$ cat src/common/psm_map.vh
/*
  Constants for the power-save mode controller: instruction operands,
  state codes, oscillator field layout and reset values.
  Assumes it is included by bare name, once per compilation unit or guarded.
*/
`ifndef PSM_MAP_VH
`define PSM_MAP_VH

// Power-save instruction operand codes
`define PSM_OP_SLEEP        1'h0
`define PSM_OP_IDLE         1'h1

// Controller state codes
`define PSM_ST_RUN          2'h0
`define PSM_ST_SLEEP        2'h1
`define PSM_ST_IDLE         2'h2
`define PSM_ST_WAKE         2'h3

// New-oscillator select field inside the oscillator control word
`define PSM_NOSC_MSB        10
`define PSM_NOSC_LSB        8
`define PSM_NOSC_W          3
`define PSM_NOSC_RST        3'h0

// Cycles the wake state lasts before the processor clock is given back
`define PSM_WAKE_CYC        8'h01

`endif

$ cat src/psm_osc_sel.v
/*
  New-oscillator select field holder.
  Assumes writes come as one-cycle strobes from logic on the same clock.
*/
`timescale 1ns/1ps
`include "psm_map.vh"

module psm_osc_sel
(
  input  wire                    clk,
  input  wire                    rst,
  input  wire                    wrStb,
  input  wire [15:0]             wrData,
  input  wire                    cfgLocked,
  output reg  [`PSM_NOSC_W-1:0]  noscSel_q,
  output reg                     wrRefused_q
);

  always @(posedge clk)
  begin
    if (rst)
    begin
      noscSel_q   <= `PSM_NOSC_RST;
      wrRefused_q <= 1'h0;
    end
    else
    begin
      wrRefused_q <= wrStb & cfgLocked;
      if (wrStb && !cfgLocked)
      begin
        noscSel_q <= wrData[`PSM_NOSC_MSB:`PSM_NOSC_LSB];
      end
    end
  end

endmodule // psm_osc_sel

$ cat src/psm_power_save_ctrl.v
/*
  Power-save mode controller: sleep and idle entry by instruction, wake-up
  on enabled interrupt, watchdog time-out or reset, and the new-oscillator
  select field guarded by the clock-configuration lock.
  Assumes the core pulses the instruction strobe for one cycle and stalls
  while its clock enable is low; wake sources come from logic on clk.
  WAKE_CYC sets how many cycles the core is held off after a wake event;
  a zero setting is treated as one, and the checker expects one.
*/
// Contract
// - Low-power states are entered only by the power-save instruction, whose operand picks sleep or idle.
// - Sleep stops the clocks and halts execution until a wake-up event.
// - Idle halts the processor while peripheral clocks keep running.
// - Either state is left on an enabled interrupt, a watchdog time-out or a reset.
// - The new-oscillator select field may be written only while the clock configuration is unlocked.
`timescale 1ns/1ps
`include "psm_map.vh"

module psm_power_save_ctrl
#(
  parameter [7:0] WAKE_CYC = `PSM_WAKE_CYC
)
(
  input  wire        clk,
  input  wire        rst,
  input  wire        powerSaveInstr,
  input  wire        powerSaveOperand,
  input  wire        intPending,
  input  wire        intEnabled,
  input  wire        wdtTimeout,
  input  wire        oscCtrlWrite,
  input  wire [15:0] oscCtrlWdata,
  input  wire        cfgLocked,
  output reg         cpuClkEn_q,
  output reg         periphClkEn_q,
  output reg         sysClkEn_q,
  output reg         inSleep_q,
  output reg         inIdle_q,
  output reg         wakeIntService_q,
  output reg         wakePulse_q,
  output wire [2:0]  newOscillatorSelect,
  output wire        oscWriteRefused
);

  // State codes
  localparam [1:0] ST_RUN    = `PSM_ST_RUN;
  localparam [1:0] ST_SLEEP  = `PSM_ST_SLEEP;
  localparam [1:0] ST_IDLE   = `PSM_ST_IDLE;
  localparam [1:0] ST_WAKE   = `PSM_ST_WAKE;
  // Last count of the wake state; zero still gives one wake cycle
  localparam [7:0] WAKE_LAST = (WAKE_CYC == 8'h00) ? 8'h00 : WAKE_CYC - 8'h01;

  // Sleep or idle
  function isLowPower;
    input [1:0] st;
    begin
      isLowPower = (st == ST_SLEEP) || (st == ST_IDLE);
    end
  endfunction

  // Every clock stopped
  function isStopped;
    input [1:0] st;
    begin
      isStopped = (st == ST_SLEEP);
    end
  endfunction

  // Wake hold-off has run out
  function wakeDone;
    input [7:0] cnt;
    begin
      wakeDone = (cnt == WAKE_LAST);
    end
  endfunction

  reg  [1:0] state_q;
  reg  [1:0] state_d;
  reg  [7:0] wakeCnt_q;
  reg  [7:0] wakeCnt_d;
  reg        wakeByInt_q;
  reg        wakeByInt_d;
  reg        cpuClkEn_d;
  reg        periphClkEn_d;
  reg        sysClkEn_d;
  reg        inSleep_d;
  reg        inIdle_d;
  reg        wakePulse_d;
  reg        wakeIntService_d;
  wire       intWake;
  wire       wakeEvent;

  assign intWake   = intPending & intEnabled;
  assign wakeEvent = intWake | wdtTimeout;

  always @*
  begin
    state_d   = state_q;
    wakeCnt_d = 8'h00;
    case (state_q)
      ST_RUN:
      begin
        if (powerSaveInstr)
        begin
          state_d = (powerSaveOperand == `PSM_OP_IDLE) ? ST_IDLE : ST_SLEEP;
        end
      end
      ST_SLEEP, ST_IDLE:
      begin
        if (wakeEvent)
        begin
          state_d = ST_WAKE;
        end
      end
      ST_WAKE:
      begin
        if (wakeDone(wakeCnt_q))
        begin
          state_d = ST_RUN;
        end
        else
        begin
          wakeCnt_d = wakeCnt_q + 8'h01;
        end
      end
      default:
      begin
        state_d = ST_RUN;
      end
    endcase
  end

  always @*
  begin
    wakeByInt_d = wakeByInt_q;
    // Interrupt wins over a time-out in the same cycle, so the core vectors
    if (isLowPower(state_q) && wakeEvent)
    begin
      wakeByInt_d = intWake;
    end
  end

  // Outputs follow the next state so each flag lines up with the state it names
  always @*
  begin
    sysClkEn_d       = !isStopped(state_d);
    periphClkEn_d    = !isStopped(state_d);
    // clock back after wake; held off in the wake cycle so the core sees one clean restart
    cpuClkEn_d       = (state_d == ST_RUN);
    inSleep_d        = (state_d == ST_SLEEP);
    inIdle_d         = (state_d == ST_IDLE);
    wakePulse_d      = (state_d == ST_WAKE);
    wakeIntService_d = (state_q == ST_WAKE) && (state_d == ST_RUN) && wakeByInt_q;
  end

  // Reset is itself a wake source: every state falls back to run
  always @(posedge clk)
  begin
    if (rst)
    begin
      state_q     <= ST_RUN;
      wakeCnt_q   <= 8'h00;
      wakeByInt_q <= 1'h0;
    end
    else
    begin
      state_q     <= state_d;
      wakeCnt_q   <= wakeCnt_d;
      wakeByInt_q <= wakeByInt_d;
    end
  end

  always @(posedge clk)
  begin
    if (rst)
    begin
      cpuClkEn_q    <= 1'h1;
      periphClkEn_q <= 1'h1;
      sysClkEn_q    <= 1'h1;
    end
    else
    begin
      cpuClkEn_q    <= cpuClkEn_d;
      periphClkEn_q <= periphClkEn_d;
      sysClkEn_q    <= sysClkEn_d;
    end
  end

  always @(posedge clk)
  begin
    if (rst)
    begin
      inSleep_q        <= 1'h0;
      inIdle_q         <= 1'h0;
      wakePulse_q      <= 1'h0;
      wakeIntService_q <= 1'h0;
    end
    else
    begin
      inSleep_q        <= inSleep_d;
      inIdle_q         <= inIdle_d;
      wakePulse_q      <= wakePulse_d;
      wakeIntService_q <= wakeIntService_d;
    end
  end

  psm_osc_sel uOscSel
  (
    .clk         (clk),
    .rst         (rst),
    .wrStb       (oscCtrlWrite),
    .wrData      (oscCtrlWdata),
    .cfgLocked   (cfgLocked),
    .noscSel_q   (newOscillatorSelect),
    .wrRefused_q (oscWriteRefused)
  );

endmodule // psm_power_save_ctrl
$ cat config.mk
export PLATFORM = sky130hd
export DESIGN_NAME = psm_power_save_ctrl
export DESIGN_NICKNAME = d
export VERILOG_FILES = /design/src/psm_osc_sel.v /design/src/psm_power_save_ctrl.v
export VERILOG_INCLUDE_DIRS = /design/src /design/src/common
export SDC_FILE = /design/constraint.sdc
export NUM_CORES = 1
export LEC_CHECK = 0
export ABC_AREA = 1
export BUFFER_PORTS_ARGS = -buffer_cell sky130_fd_sc_hd__buf_2
export CAP_MARGIN = 5
export CORE_AREA = 3 3 56 58
export CTS_BUF_LIST = sky130_fd_sc_hd__clkbuf_16
export CTS_CLUSTER_DIAMETER = 80
export DETAILED_ROUTE_END_ITERATION = 8
export DIE_AREA = 0 0 59 61
export MAX_ROUTING_LAYER = met4
export SYNTH_ARGS = -nofsm -noshare
export SYNTH_HDL_FRONTEND = slang
export SYNTH_SLANG_ARGS = --single-unit
export TNS_END_PERCENT = 5
$ cat constraint.sdc
create_clock -name clk -period 1.9 [get_ports clk]
set_input_delay 0.19 -clock clk [delete_from_list [all_inputs] [get_ports clk]]
set_output_delay 0.19 -clock clk [all_outputs]
set_load 0.01 [all_outputs]
==> results of run 1 <==
where the power goes:
part           switching, W  internal [W]  leakage, nW  total, W
Sequential       0.00000704      0.000460        0.171  0.000467
Clock              0.000144      0.000282       0.0409  0.000426
Combinational     0.0000781     0.0000509        0.363  0.000129
worst reg2reg max path, delay by kind of cell (launching register included):
kind,cells,cell delay [ps]
fa+ha+maj,1,330
flops,1,360
compound gates,1,200
simple gates,5,410
buf+inv,1,80
per-stage QoR:
stage	hold WS [ps]	instances	util, %	area (um2)	setup WS, ps
after detailed placement	425	171	39.9	1080	463
after global placement	415	171	39.9	1080	486
final	164	175	42.9	1160	457
after floorplan	259	119	-	941	600
after global routing	172	175	42.9	1160	330
after CTS	163	175	42.9	1160	430
Yosys cell counts, types with 2 or more instances:
library cell	n
a21oi_2	2
inv_1	15
a21oi_1	2
nand2_1	16
dfxtp_1	21
o21ai_0	4
nand3_1	6
inv_2	5
xor2_1	3
nand2_2	5
nor2_1	23
ha_1	4
nand2_4	3
final cells by class:
type	instances	share of cell area [%]
sequential	21	36.2
inverter	20	6.46
clock buffer	3	6.46
clock inverter	1	0.431
tap	31	3.34
timing repair buffer	22	9.47
multi-input combinational	77	37.7
flip-flops by register name, summed over array words and instances, names as in the netlist:
register,cells
inIdle_q,1
wakeByInt_q,1
inSleep_q,1
cpuClkEn_q,1
wakeCnt_q,8
wakePulse_q,1
uOscSel.noscSel_q,3
isLowPower.st,2
wakeIntService_q,1
uOscSel.wrRefused_q,1
sysClkEn_q,1
final timing paths:
| path | cells past startpoint | end |
|---|---|---|
| min reg2reg | 2 | wakeByInt_q |
| max reg2reg | 8 | wakePulse_q |
| min | 2 | uOscSel.wrRefused_q |
| max | 8 | wakePulse_q |
cells by family after synthesis:
group,count (synthesis)
and+or+nand+nor,58
adders and majority gates,4
DFF,21
buffers and inverters,21
AOI/OAI and AO/OA,12
xor gates and xnor gates,3
cell usage in the layout, fill, tap and decap left out, types with 2 or more instances in the layout:
cell type / instances
nand3_1: 6
buf_2: 22
nand2_1: 16
nor2_1: 23
clkbuf_16: 3
a21oi_2: 2
dfxtp_1: 21
a21oi_1: 2
ha_1: 4
inv_2: 5
inv_1: 15
nand2_4: 3
o21ai_0: 4
xor2_1: 3
nand2_2: 5
per-layer routing:
| layer | routed length, um | global-route usage (%) | up-vias |
|---|---|---|---|
| met5 | 0 | - | - |
| met4 | 0 | 0.971 | 0 |
| met3 | 113 | 3.83 | 0 |
| met2 | 754 | 17.7 | 19 |
| met1 | 703 | 12.0 | 312 |
| li1 | - | - | 416 |
==> run metrics, run 1 <==
synthesized area=941 um2; CTS max path bufs=2; Period minus WS final=1440 ps; worst slew pin tran=363 ps; worst skew pair latency=250 ps; Tot GR Track Use=10.3%; DIE WIDTH=59 um; post-CTS setup repair buffer count=0; DRT antenna net count=0; Syn Inst Count=119; Area Growth Syn to Fin=23.5%; Mapped Nets=148; total chip power=0.00102 W; DRT Pass-1 Iters=4; EDFF count, synth=0; Leakage=0.575 nW; antenna violations before repair=0; Max IR drop VDD=0.719 mV; CTS Buf Count=3; DRT iter0 DRCs=12; Site Rows=19; Power per Cell Area=879 nW/um2; core box area=2710 um2; layout cells sized above 1=30.6%; Post-Synth Simple-Gate Area=29.5%; post-cts sizing count=0; delay of the slowest critical-path stage=360 ps; final hold vios=0; Vias=747; Yosys top cell by area=dfxtp_1; # fillers=282; setup_tns=0 ps; dominant cells by area after synthesis=dfxtp_1, nor2_1, nand2_1; register-to-register setup slack=460 ps; final setup fails=0; Synth cell types=23; Root Buffer=clkbuf_16; Synth Area in XOR/XNOR=2.79%; reg2reg start=isLowPower.st[0]; final global-route overflow total=0; Ys Warns=0; H-tree depth=1; fin crit share=75.9%; skew final=4.23 ps; critical path class=flop to flop; clk slew on worst S/H paths=50 ps; CP cell instances=inv_1 > ha_1 > nand2_2 > a21oi_2 > nand2_4 > nand2_4 > nand2_2 > nor2_1; vias in the first global route=696; complex-gate fraction of the synthesized area=8.91%; Max-cap violations=0; Avg Cell Area, Syn=7.91 um2; area of the die=3600 um2; fin nets=174; # diodes=0; Max Slew Vio Count=0; startpoint class of the critical path=flop; via/cell ratio=4.27; outcome=completed; HP Class=input pin to flop; fmax=693 MHz; largest net degree at the start of global routing=13; port buffer count=22; crit path from=isLowPower.st[0]; delay-heaviest family, CP=simple AND/OR/NAND/NOR gates; largest family of logic cells by synthesized area=simple AND/OR/NAND/NOR gates; DR WL/cell=8.97 um; register area=420 um2; hold_sp=rst; number of remaining DRC errors=0; Data arrival, critical path=1620 ps; Synth Flop Type=dfxtp_1; WP data required=2080 ps; post-synthesis adder-cell area fraction=5.32%; Initial Util=34.7%; Critical path buffers and inverters=1; IO Count=36; Seq/Total Area, Yosys=44.7%; Die Span Y=61 um; post-synth top area share=44.7%; TritonCTS clock tree=done; register bit total from synthesis=21; first-pass GRT wire length=2.77 mm; Routed Wire Length=1.57 mm; Sinks on Clock Net=21; CP endpoint kind=flop; Crit Path Max Fanout=3; Hold Buf Count CTS=0; area of the multi-input gates=438 um2; Rel. slew slack=75.7%; Post-DP HPWL=1.26 mm; Async S/R FF share, synth=0%; post-synthesis mux area share=0%; unrepaired setup endpoints after global routing=no; GP Congestion=0.707; CP max-delay cell=dfxtp_1
Note: power is estimated with default switching activity, not from simulation.
==> run 2, diff against run 1 <==
- ABC_AREA: 1 -> 0
- CORE_AREA: 3 3 56 58 -> 3 3 55 57
- DIE_AREA: 0 0 59 61 -> 0 0 58 60
- clock period: 1.9 -> 1.4 ns (I/O delays scaled with it)
==> run 2 against run 1 <==
Compared with the run above:
- via count unchanged
- synthesized area down 4.4%
- critical path type unchanged
- the run now ends with negative setup slack left
- register-to-register slack worse by 720 ps
- utilization up 7.5 points
- combinational power up 67%
- routed wire length up 19%
- setup slack worse by 720 ps
==> run metrics, run 2 <==
fin util=50.4%; antenna violations before repair=0; commonest non-fill, non-tap cell in the layout=buf_2; hold_sp=cfgLocked; DRT iter0 DRCs=10; final setup fails=8; worst slew pin tran=352 ps; Rel. slew slack=76.5%; max reg flops=8; core box area=2520 um2; number of remaining DRC errors=0; post-route cell area=1270 um2; Data arrival, critical path=1800 ps; CTS Buf Count=3; Largest Register=wakeCnt_q; final hold vios=0; DR WL/cell=11.6 um; Synth cell types=29; Sw Ratio=22.8%; area of the multi-input gates=490 um2; CTS max path bufs=2; Avg Cell Area, Syn=9.67 um2; Crit Path Max Fanout=3; # diodes=0; crit path from=isLowPower.st[0]; startpoint class of the critical path=flop; clk slew on worst S/H paths=60 ps; CP max-delay cell=or3b_1; DRT Pass-1 Iters=4; Post-DP HPWL=1.38 mm; CP endpoint kind=flop; IO Count=36; Leakage=0.582 nW; Seq pwr share=43.5%; port buffer count=22; register bit total from synthesis=21; skew final=4.60 ps; first-pass GRT wire length=3.29 mm; Area Growth Syn to Fin=41.3%; Syn Inst Count=93; H-tree depth=1; Power per Cell Area=1140 nW/um2; fmax=602 MHz; failing checks=negative setup slack; Yosys top cell by area=dfxtp_1; WP data required=1530 ps; post-synth top area share=46.7%; # fillers=247; Post-DP Area=1150 um2; Mapped Nets=122; most instantiated cells after synthesis=dfxtp_1, nor2_1, nand2_1; EDFF count, synth=0; Max Slew Vio Count=0; Die Span Y=60 um; Initial Util=35.7%; unrepaired setup endpoints after global routing=yes; GP Congestion=0.820; worst skew pair latency=250 ps; DRT antenna net count=0; critical path class=flop to flop; via/cell ratio=4.61; outcome=finished, violations left; register area=425 um2; Period minus WS final=1660 ps; Hold Buf Count CTS=0; Sinks on Clock Net=21; Max IR drop VDD=0.777 mV; Tot GR Track Use=12.7%; TritonCTS clock tree=done; CP cell instances=inv_2 > ha_4 > nor4_4 > a211oi_2 > buf_4 > a21oi_2 > or3b_1; setup ws final=-261 ps; vias in the first global route=748; Comb pwr share=14.9%; setup_tns=-1260 ps; area of the die=3480 um2; Cell Int Power=0.00112 W; DIE WIDTH=58 um; Max-cap violations=0; dominant cells by area after synthesis=dfxtp_1, nor2_1, ha_1; commonest cells after routing, fill and taps aside=buf_2, dfxtp_1, nor2_1, buf_4, nand2_1; synthesized area=900 um2; largest net degree at the start of global routing=14; Ys Warns=0; Async S/R FF share, synth=0%; Root Buffer=clkbuf_16; Seq/Total Area, Yosys=46.7%; NetSw=0.000329 W; delay of the slowest critical-path stage=360 ps; layout cells sized above 1=45.5%; final global-route overflow total=0; Synth Flop Type=dfxtp_1; count leader, synth=dfxtp_1; Routed Wire Length=1.87 mm; reg2reg start=isLowPower.st[0]; Site Rows=18; fin nets=162; fin crit share=119%; share of total power in the clock network=41.6%; Vias=747; HP Class=input pin to flop
## run 2: changes by cell type after synthesis, moves of 3 or more
| cell | delta |
|---|---|
| inv_1 | -11 |
| nand2_1 | -10 |
| nor2_1 | -7 |
| inv_2 | -5 |
| nand2_2 | -5 |
| mux2i_1 | +4 |
| nand3_1 | -4 |
| xnor2_1 | +4 |
| nand2_4 | -3 |
| nor2b_1 | +3 |
| o21ai_0 | -3 |
## run 2: layer usage
layer	track usage, %	share of wire, %	vias to the layer above	wire length (um)
met2	20.6	48	18	902
met4	3.97	1.1	0	21
met1	15.2	45	333	835
met3	3.67	6.0	3	112
li1	-	-	393	-
met5	-	0	-	0
## run 2: repair_timing
item	in CTS	in global routing
pin swaps	6	1
gates resized for setup	2	3
setup buffers	2	0
endpoints found under the setup margin	8	9
## run 2: path summary, 6_finish.rpt
| path | end | cells past startpoint | slack, ps |
|---|---|---|---|
| min reg2reg | wakeIntService_q | 1 | 480 |
| min | uOscSel.wrRefused_q | 3 | 110 |
| max | sysClkEn_q | 7 | -260 |
| max reg2reg | sysClkEn_q | 7 | -260 |
## run 2: worst max-delay path, delay by kind of cell (launching register included)
family                     cells  cell delay [ps]
and+or+nand+nor                2              500
adders and majority gates      1              250
AOI/OAI and AO/OA              2              250
DFF                            1              330
buffers and inverters          2              200
## run 2: layout make-up
class                           count  share of cell area, %
Clock inverter                      1                  0.394
Tap cell                           30                   2.95
Inverter                            4                   1.18
Multi-Input combinational cell     66                   38.6
Clock buffer                        3                   5.91
Timing Repair Buffer               37                   17.5
Sequential cell                    21                   33.5
## run 2: stage by stage
stage | std cells | power [W] | hold WS, ps | setup slack, ps
final | 162 | 0.00145 | 114 | -261
after global routing | 162 | 0.00152 | 127 | -345
after CTS | 162 | 0.00146 | 109 | -263
after detailed placement | 156 | 0.000843 | 375 | -259
after global placement | 156 | 0.000840 | 369 | -193
after floorplan | 93 | 0.000762 | 244 | -216
## run 2: power by group through the flow
stage / combinational, W / clock, W / sequential, W
final: 0.000216 / 0.000602 / 0.000629
after global routing: 0.000239 / 0.000644 / 0.000632
after CTS: 0.000214 / 0.000620 / 0.000629
after detailed placement: 0.000200 / 0 / 0.000643
after global placement: 0.000198 / 0 / 0.000642
after floorplan: 0.000110 / 0 / 0.000652
## run 2: kinds of logic after synthesis
family                     share of synthesized area, %
and+or+nand+nor                                    23.5
DFF                                                46.7
AOI/OAI and AO/OA                                  11.0
xor gates and xnor gates                           5.84
buffers and inverters                              2.92
muxes                                              4.45
adders and majority gates                          5.56
